$ cat config.mk
export PLATFORM = sky130hd
export DESIGN_NAME = switch_status_top
export DESIGN_NICKNAME = d
export VERILOG_FILES = /design/src/rtl/switch_status_pkg.sv /design/src/rtl/switch_status_top.sv /design/src/rtl/switch_status_strap_sync.sv
export VERILOG_INCLUDE_DIRS = /design/src /design/src/rtl
export SDC_FILE = /design/constraint.sdc
export NUM_CORES = 1
export LEC_CHECK = 0
export BUFFER_PORTS_ARGS = -buffer_cell sky130_fd_sc_hd__buf_4
export CAP_MARGIN = 20
export CORE_UTILIZATION = 43
export CTS_CLUSTER_DIAMETER = 40
export DETAILED_ROUTE_END_ITERATION = 8
export PLACE_DENSITY = 0.79
export RECOVER_POWER = 100
export SYNTH_ARGS = -nofsm -noshare
export SYNTH_HDL_FRONTEND = slang
export SYNTH_SLANG_ARGS = --single-unit
$ cat constraint.sdc
create_clock -name hclk -period 1.38 [get_ports hclk]
set_input_delay 0.276 -clock hclk [delete_from_list [all_inputs] [get_ports hclk]]
set_output_delay 0.276 -clock hclk [all_outputs]
set_load 0.01 [all_outputs]
$ cat src/rtl/switch_status_consts.svh
// constants for the switch status register block
// assumes inclusion by bare name from the package and the modules
`ifndef SWITCH_STATUS_CONSTS_SVH
`define SWITCH_STATUS_CONSTS_SVH

// register byte offsets
`define SWITCH_STATUS_OFF_STATUS   12'h0a0
`define SWITCH_STATUS_OFF_IRQ_STAT 12'h0b0
`define SWITCH_STATUS_OFF_IRQ_MASK 12'h0b4
`define SWITCH_STATUS_ADDR_W       12

// status field positions
`define SWITCH_STATUS_MODE_LSB     0
`define SWITCH_STATUS_MODE_MSB     3
`define SWITCH_STATUS_CCLK_DN_BIT  4
`define SWITCH_STATUS_CCLK_UP_BIT  5
`define SWITCH_STATUS_MSLOW_BIT    6
`define SWITCH_STATUS_LFLIP_A_BIT  7
`define SWITCH_STATUS_LFLIP_B_BIT  8
`define SWITCH_STATUS_LFLIP_C_BIT  9
`define SWITCH_STATUS_REFCLK_BIT   10
`define SWITCH_STATUS_HALT_BIT     11
`define SWITCH_STATUS_MARK_LSB     13
`define SWITCH_STATUS_MARK_MSB     16
`define SWITCH_STATUS_INTX_LSB     20
`define SWITCH_STATUS_INTX_MSB     23

// reset values
`define SWITCH_STATUS_MARK_RST     4'h0
`define SWITCH_STATUS_IRQ_RST      4'h0

// strap field width (mode 4 + eight single straps)
`define SWITCH_STATUS_STRAP_W      12
`define SWITCH_STATUS_NUM_INTX     4

`endif

$ cat src/rtl/switch_status_pkg.sv
// types for the switch status register block
// assumes the constants header sits beside it
`default_nettype none
`include "switch_status_consts.svh"

package switch_status_pkg;
    // operating mode codes as captured from the mode straps
    typedef enum logic [3:0] {
        SWITCH_STATUS_MODE_NTB          = 4'h2,
        SWITCH_STATUS_MODE_NTB_INIT     = 4'h3,
        SWITCH_STATUS_MODE_FAILOVER     = 4'h4,
        SWITCH_STATUS_MODE_FAILOVER_INIT = 4'h5
    } switch_status_mode_type;

    // bus slave states
    typedef enum logic [1:0] {
        SWITCH_STATUS_IDLE  = 2'b01,
        SWITCH_STATUS_WDATA = 2'b10
    } switch_status_bus_type;
endpackage

`default_nettype wire

$ cat src/rtl/switch_status_top.sv
// switch status register with AHB-Lite slave and interrupt on intx change
// assumes one clock hclk; hresetn is the fundamental reset; hot_reset_n
// is a synchronous hot reset pulse from the same clock domain
//
// Design decision made here: the AHB-Lite register port.
`default_nettype none
`include "switch_status_consts.svh"

module switch_status_top
    import switch_status_pkg::*;
(
    // clock and resets
    input  wire logic        hclk,
    input  wire logic        hresetn,
    input  wire logic        hot_reset_n,
    // strap pins
    input  wire logic [3:0]  operating_config_code,
    input  wire logic        common_clock_down_strap,
    input  wire logic        common_clock_up_strap,
    input  wire logic        master_serial_slow_strap,
    input  wire logic        port_a_lane_flip_strap,
    input  wire logic        port_b_lane_flip_strap,
    input  wire logic        port_c_lane_flip_strap,
    input  wire logic        ref_clock_select_strap,
    input  wire logic        hold_in_reset_strap,
    // aggregated legacy interrupt lines, same clock domain
    input  wire logic [3:0]  intx_state,
    // decoded mode flags
    output logic             mode_non_transparent,
    output logic             mode_failover,
    output logic             mode_eeprom_init,
    output logic             mode_reserved,
    // AHB-Lite slave
    input  wire logic        hsel,
    input  wire logic [31:0] haddr,
    input  wire logic [1:0]  htrans,
    input  wire logic        hwrite,
    input  wire logic [2:0]  hsize,
    input  wire logic [31:0] hwdata,
    input  wire logic        hready,
    output logic [31:0]      hrdata,
    output logic             hreadyout,
    output logic             hresp,
    // interrupt
    output logic             irq
);

    localparam int NI = `SWITCH_STATUS_NUM_INTX;

    logic [`SWITCH_STATUS_STRAP_W-1:0] straps;
    logic [3:0]                mark_q;
    logic [3:0]                mark_d;
    logic [NI-1:0]             intx_q;
    logic [NI-1:0]             ist_q;
    logic [NI-1:0]             ist_d;
    logic [NI-1:0]             imask_q;
    logic [NI-1:0]             imask_d;
    logic [NI-1:0]             ev;
    switch_status_bus_type             st_q;
    switch_status_bus_type             st_d;
    logic [`SWITCH_STATUS_ADDR_W-1:0]  wad_q;
    logic [`SWITCH_STATUS_ADDR_W-1:0]  wad_d;
    logic [31:0]               rd_q;
    logic [31:0]               rd_d;
    logic [31:0]               status_word;
    logic                      acc;
    logic [`SWITCH_STATUS_ADDR_W-1:0]  a;
    logic                      wr_mark;
    logic                      wr_mask;
    logic                      rd_ist;

    ////////////////////////////////////////////////////////////////////////////
    // strap capture; pins are asynchronous so they pass the sync module
    switch_status_strap_sync #(
        .WIDTH (`SWITCH_STATUS_STRAP_W)
    ) u_sync (
        .hclk         (hclk),
        .hresetn      (hresetn),
        .strap_pins   ({hold_in_reset_strap, ref_clock_select_strap,
                        port_c_lane_flip_strap, port_b_lane_flip_strap,
                        port_a_lane_flip_strap, master_serial_slow_strap,
                        common_clock_up_strap, common_clock_down_strap,
                        operating_config_code}),
        .strap_levels (straps)
    );

    // mode decode for the rest of the switch
    always_comb begin
        mode_non_transparent = 1'b0;
        mode_failover        = 1'b0;
        mode_eeprom_init     = 1'b0;
        mode_reserved        = 1'b0;
        case (straps[`SWITCH_STATUS_MODE_MSB:`SWITCH_STATUS_MODE_LSB])
            SWITCH_STATUS_MODE_NTB:           mode_non_transparent = 1'b1;
            SWITCH_STATUS_MODE_NTB_INIT: begin
                mode_non_transparent = 1'b1;
                mode_eeprom_init     = 1'b1;
            end
            SWITCH_STATUS_MODE_FAILOVER: begin
                mode_non_transparent = 1'b1;
                mode_failover        = 1'b1;
            end
            SWITCH_STATUS_MODE_FAILOVER_INIT: begin
                mode_non_transparent = 1'b1;
                mode_failover        = 1'b1;
                mode_eeprom_init     = 1'b1;
            end
            default:                  mode_reserved = 1'b1;
        endcase
    end

    ////////////////////////////////////////////////////////////////////////////
    // status word assembly; unlisted bits stay zero
    always_comb begin
        status_word = 32'h0000_0000;
        status_word[`SWITCH_STATUS_MODE_MSB:`SWITCH_STATUS_MODE_LSB] = straps[3:0];
        status_word[`SWITCH_STATUS_CCLK_DN_BIT] = straps[4];
        status_word[`SWITCH_STATUS_CCLK_UP_BIT] = straps[5];
        status_word[`SWITCH_STATUS_MSLOW_BIT]   = straps[6];
        status_word[`SWITCH_STATUS_LFLIP_A_BIT] = straps[7];
        status_word[`SWITCH_STATUS_LFLIP_B_BIT] = straps[8];
        status_word[`SWITCH_STATUS_LFLIP_C_BIT] = straps[9];
        status_word[`SWITCH_STATUS_REFCLK_BIT]  = straps[10];
        status_word[`SWITCH_STATUS_HALT_BIT]    = straps[11];
        status_word[`SWITCH_STATUS_MARK_MSB:`SWITCH_STATUS_MARK_LSB] = mark_q;
        status_word[`SWITCH_STATUS_INTX_MSB:`SWITCH_STATUS_INTX_LSB] = intx_q;
    end

    ////////////////////////////////////////////////////////////////////////////
    // bus slave: zero wait states; writes land from the data phase
    assign acc = hsel && hready && htrans[1];
    assign a   = haddr[`SWITCH_STATUS_ADDR_W-1:0];
    assign wr_mark = (st_q == SWITCH_STATUS_WDATA) && (wad_q == `SWITCH_STATUS_OFF_STATUS);
    assign wr_mask = (st_q == SWITCH_STATUS_WDATA) && (wad_q == `SWITCH_STATUS_OFF_IRQ_MASK);
    assign rd_ist  = acc && !hwrite && (a == `SWITCH_STATUS_OFF_IRQ_STAT);

    always_comb begin
        st_d  = SWITCH_STATUS_IDLE;
        wad_d = wad_q;
        rd_d  = 32'h0000_0000;
        if (acc && hwrite) begin
            st_d  = SWITCH_STATUS_WDATA;
            wad_d = a;
        end
        if (acc && !hwrite) begin
            unique case (a)
                `SWITCH_STATUS_OFF_STATUS:   rd_d = status_word;
                `SWITCH_STATUS_OFF_IRQ_STAT: rd_d = {28'h0000000, ist_q};
                `SWITCH_STATUS_OFF_IRQ_MASK: rd_d = {28'h0000000, imask_q};
                default:             rd_d = 32'h0000_0000; // unmapped reads zero
            endcase
        end
    end

    always_ff @(posedge hclk or negedge hresetn) begin
        if (!hresetn) begin
            st_q  <= SWITCH_STATUS_IDLE;
            wad_q <= '0;
            rd_q  <= 32'h0000_0000;
        end else begin
            st_q  <= st_d;
            wad_q <= wad_d;
            rd_q  <= rd_d;
        end
    end

    assign hrdata    = rd_q;
    assign hreadyout = 1'b1;
    assign hresp     = 1'b0;

    ////////////////////////////////////////////////////////////////////////////
    // marker: only the fundamental reset clears it, hot reset leaves it alone
    always_comb begin
        mark_d = mark_q;
        if (wr_mark) begin
            mark_d = hwdata[`SWITCH_STATUS_MARK_MSB:`SWITCH_STATUS_MARK_LSB];
        end
    end

    always_ff @(posedge hclk or negedge hresetn) begin
        if (!hresetn) begin
            mark_q <= `SWITCH_STATUS_MARK_RST;
        end else begin
            mark_q <= mark_d;
        end
    end

    ////////////////////////////////////////////////////////////////////////////
    // interrupt: any change of an intx line is an event; read of irq status
    // clears, but an event in the clearing cycle still sets its bit
    assign ev = intx_state ^ intx_q;

    always_comb begin
        ist_d   = ist_q;
        imask_d = imask_q;
        if (rd_ist) begin
            ist_d = '0;
        end
        ist_d = ist_d | ev;
        if (wr_mask) begin
            imask_d = hwdata[NI-1:0];
        end
    end

    // hot reset clears interrupt state but never the marker
    always_ff @(posedge hclk or negedge hresetn) begin
        if (!hresetn) begin
            intx_q  <= '0;
            ist_q   <= `SWITCH_STATUS_IRQ_RST;
            imask_q <= `SWITCH_STATUS_IRQ_RST;
        end else if (!hot_reset_n) begin
            intx_q  <= intx_state;
            ist_q   <= `SWITCH_STATUS_IRQ_RST;
            imask_q <= `SWITCH_STATUS_IRQ_RST;
        end else begin
            intx_q  <= intx_state;
            ist_q   <= ist_d;
            imask_q <= imask_d;
        end
    end

    assign irq = |(ist_q & imask_q);

endmodule

`default_nettype wire

$ cat src/rtl/switch_status_strap_sync.sv
// two-flop synchroniser plus capture-at-release for the strap pins
// assumes straps are stable around the release of the fundamental reset
`default_nettype none
`include "switch_status_consts.svh"

module switch_status_strap_sync
    import switch_status_pkg::*;
#(
    parameter int WIDTH = `SWITCH_STATUS_STRAP_W
) (
    // clock and fundamental reset
    input  wire logic             hclk,
    input  wire logic             hresetn,
    // raw pins and captured levels
    input  wire logic [WIDTH-1:0] strap_pins,
    output logic      [WIDTH-1:0] strap_levels
);

    logic [WIDTH-1:0] meta_q;
    logic [WIDTH-1:0] sync_q;
    logic [WIDTH-1:0] cap_q;
    logic [WIDTH-1:0] cap_d;
    logic [1:0]       age_q;
    logic [1:0]       age_d;

    ////////////////////////////////////////////////////////////////////////////
    // capture once the sync chain holds post-release values; resets cannot
    // load a port value, so capture happens on clocked edges after release
    always_comb begin
        age_d = age_q;
        cap_d = cap_q;
        if (age_q != 2'h3) begin
            age_d = age_q + 2'h1;
            cap_d = sync_q;
        end
    end

    always_ff @(posedge hclk or negedge hresetn) begin
        if (!hresetn) begin
            meta_q <= '0;
            sync_q <= '0;
            cap_q  <= '0;
            age_q  <= 2'h0;
        end else begin
            meta_q <= strap_pins;
            sync_q <= meta_q;
            cap_q  <= cap_d;
            age_q  <= age_d;
        end
    end

    assign strap_levels = cap_q;

endmodule

`default_nettype wire

==> results.md <==
* XOR/XNOR share of the synthesized area at 0.0159
* RePlAce Congestion at around 0.7
* Most instantiated library cell after synthesis: dfrtp_1
* Post-Syn Instances at around 250
* Vias in the first global route at around 2100
* Finished Layout Cells at 450
* Yosys cell types at 33
* Core box area at about 7300 µm²
* Most used DFF post-synth: dfrtp_1
* Largest family of logic cells by synthesized area: simple AND/OR/NAND/NOR gates
* Run status: finished with violations
* H-Tree Depth at 3
* Avg WL per Cell at ~13 µm
* Diode count at 0
* Worst path bufs/invs at 1
* First drt pass iteration count at 4
* Yosys top cell area share at 0.657
* CP startpoint kind: register
* Min-delay worst type: in2reg
* ANT nets after route at 0
* Critical path class: reg2out
* First-pass GRT wire length at approximately 10000 µm
* Sequential power share at 0.565
* Share of cells above drive strength 1 at 0.393
* Average cell area after synthesis at around 13 µm²
* Starting Density at 0.452
* Relative slew slack at 0.523
* Clock sink total at a little under 90
* Number of cells after detailed placement at around 420
* Final WL at 6060 µm
* Clock tree from TritonCTS: done
* Clock network fraction of total power at 0.348
* Port bufs at 67
* Overall routing resource usage at 0.161
* Number of max-cap violations at 0
* Filler instances at 640
* Crit path max-delay family: flip-flops
* VDD IR-drop max at roughly 0.55 mV
* Unrepaired setup endpoints after global routing: yes
* Starting DRT DRC Count at 70
* CP Cell Sequence: xnor2_1 > nor2_2 > and2_4 > buf_6
* # nets final at about 440
* Clock Latency Late Sink at 0.34 ns
* CP startpoint: u_sync.strap_levels[2]
* Site row count at 31
* Critical-path top delay cell: dfrtp_1
* Die width at between 80 and 90 µm
* Cell Pwr Density at between 1000 and 1500 nW/µm²
* Final Hold Viols at 0
* Synth top area cells: dfrtp_1 (66%), mux2_2 (7.1%), nand2_1 (5.0%)
* Die height at 89.8 µm
* Top Ports at 130
* Comb power frac at 0.087
* Failing checks: setup timing
* Largest net degree at the start of global routing at 37
* Final period util at 1.16
* Internal Power at approximately 0.0038 W
* Final worst setup slack at -0.219 ns
* Slew Viols, Final at 0
* Yosys reg bits at a little under 90
* Top post-synthesis cells by count: dfrtp_1 (87), nand2_1 (44), mux2_2 (21)
* # DRC at 0
* Post-synth EDFFs at 0
* Post-Synth Adder-Cell Area at 0.00378
* Final Setup Violations at 43
* Fin crit period at between 1.5 and 2 ns
* Synth Area in Simple Gates at 0.158
* Static leakage at between 2 and 2.5 nW
* Sw Share at 0.226
* WHS at 0.0560 ns
* Root Driver: clkbuf_8
* Reg2reg start: wad_q[10]
* CP peak stage delay at 0.40 ns
* Total gr overflow at 0
* Seq/Total Area, Yosys at 0.665
* Detailed Place HPWL at 4250 µm
* Highest clock rate at between 0.6 and 0.7 GHz
* Area Overhead vs Synth at 28.9%
* Vias at 2042
* TritonCTS Buffers at 9
* Buffer levels on the longest clock path at 2
* Worst EP arrival at approximately 1.3 ns
* Post-synthesis mux area share at 0.0835
* Mapped Area at approximately 3300 µm²
* Area leader, netlist: dfrtp_1
* Worst path required time at ~1.1 ns
* Worst Skew at approximately 0.0056 ns
* Synth Area in Compound Gates at 0.0242
* Asr flop ratio synth at 1.00
* Slew @ Worst Pin at just over 0.7 ns
* Yosys warns at 0
* Die ar. at between 8000 and 9000 µm²
* Net Switching at around 0.0011 W
* Clk pin slew, worst setup/hold paths at about 0.080 ns
* Via-to-Cell Ratio at between 4 and 5
* Initial antenna violation count at 0
* Crit-path max FO at 3
* Min-delay src: ref_clock_select_strap
* Worst setup EP type: output port
worst paths after layout:
check / slack (ns) / cells past startpoint / to
min reg2reg: 0.35 / 0 / u_sync.sync_q[4]
min: 0.06 / 1 / u_sync.meta_q[10]
max in group asynchronous: 0.18 / 3 / hrdata[21]
max reg2reg: -0.07 / 5 / mark_q[3]
max: -0.22 / 4 / mode_eeprom_init
min in group asynchronous: 0.51 / 2 / hrdata[10]
power groups by stage:
| stage | logic, W | registers [W] | clock network [W] |
|---|---|---|---|
| after floorplan | 0.000203 | 0.00283 | 0 |
| after global placement | 0.000380 | 0.00284 | 0 |
| after detailed placement | 0.000395 | 0.00285 | 0 |
| after CTS | 0.000440 | 0.00280 | 0.00179 |
| final | 0.000432 | 0.00280 | 0.00173 |
| after global routing | 0.000485 | 0.00282 | 0.00189 |
cells in the final DEF (no fill, tap or decap), types with 2 or more instances in the layout:
cell      instances
clkbuf_4         12
nor4b_2           3
clkbuf_2          4
mux2i_1           4
nor2b_1           4
xor2_1            4
conb_1           14
buf_4            42
nor2_2            4
nor2_1            2
clkbuf_8         10
buf_6             7
or2_2             2
clkbuf_1         29
and2_1            3
o21ai_1           4
nand4_1           3
nand2_1          44
xnor2_1           2
nor4_4            3
a22oi_1           5
and2_2           14
dfrtp_1          87
mux2_2           21
inv_1             3
registers in the layout, summed over array words and instances, names as in the netlist, 4 cells and up:
signal,count
hrdata,20
imask_q,4
intx_q,4
ist_q,4
mark_q,4
u_sync.meta_q,12
u_sync.strap_levels,12
u_sync.sync_q,12
wad_q,12
final cells by class:
| type | count | area [µm²] | area share |
|---|---|---|---|
| clock buffers | 12 | 145 | 0.0340 |
| clock inverters | 4 | 52.6 | 0.0123 |
| inverters | 3 | 11.3 | 0.00264 |
| multi-input cells | 149 | 1080 | 0.254 |
| flip-flops and latches | 88 | 2200 | 0.516 |
| well taps | 99 | 124 | 0.0290 |
| repair buffers | 95 | 651 | 0.152 |
worst register-to-register path, cell delays in order, from the launching register on:
cell and delay [ns]:
dfrtp_1 0.40, nor4b_2 0.27, buf_4 0.15, nand4_1 0.08
buf_4 0.18, mux2_2 0.26
timing repair:
| item | CTS | global route |
|---|---|---|
| buffers inserted | 8 | 1 |
| hold endpoints to repair | 23 | 0 |
| pin swaps | 12 | 6 |
| resized for setup | 19 | 7 |
| endpoints found under the setup margin | 37 | 37 |
| hold buffers | 1 | 0 |
metrics by stage:
stage,util,area (µm²),setup slack (ns),setup TNS (ns),power [W]
global placement,0.545,4000,-0.521,-12.03,0.00322
global route,0.583,4270,-0.282,-5.75,0.00519
detailed placement,0.545,4000,-0.544,-12.84,0.00325
CTS,0.593,4340,-0.254,-4.40,0.00503
finish,0.583,4270,-0.219,-4.23,0.00496
floorplan,-,3360,-0.346,-7.34,0.00303
layer usage:
metal  vias up  GRT usage  part of all wire
met1       994      0.205              0.44
met5         -          0                 0
li1        985          -                 -
met3         6     0.0448             0.050
met2        57      0.264              0.50
met4         0     0.0615             0.012
cells by family after synthesis:
| logic type | Yosys count |
|---|---|
| compound gates | 12 |
| xor+xnor | 6 |
| fa+ha+maj | 1 |
| buf+inv | 23 |
| flops | 88 |
| mux | 25 |
| other cells | 2 |
| simple gates | 91 |
Note: power is estimated with default switching activity, not from simulation.
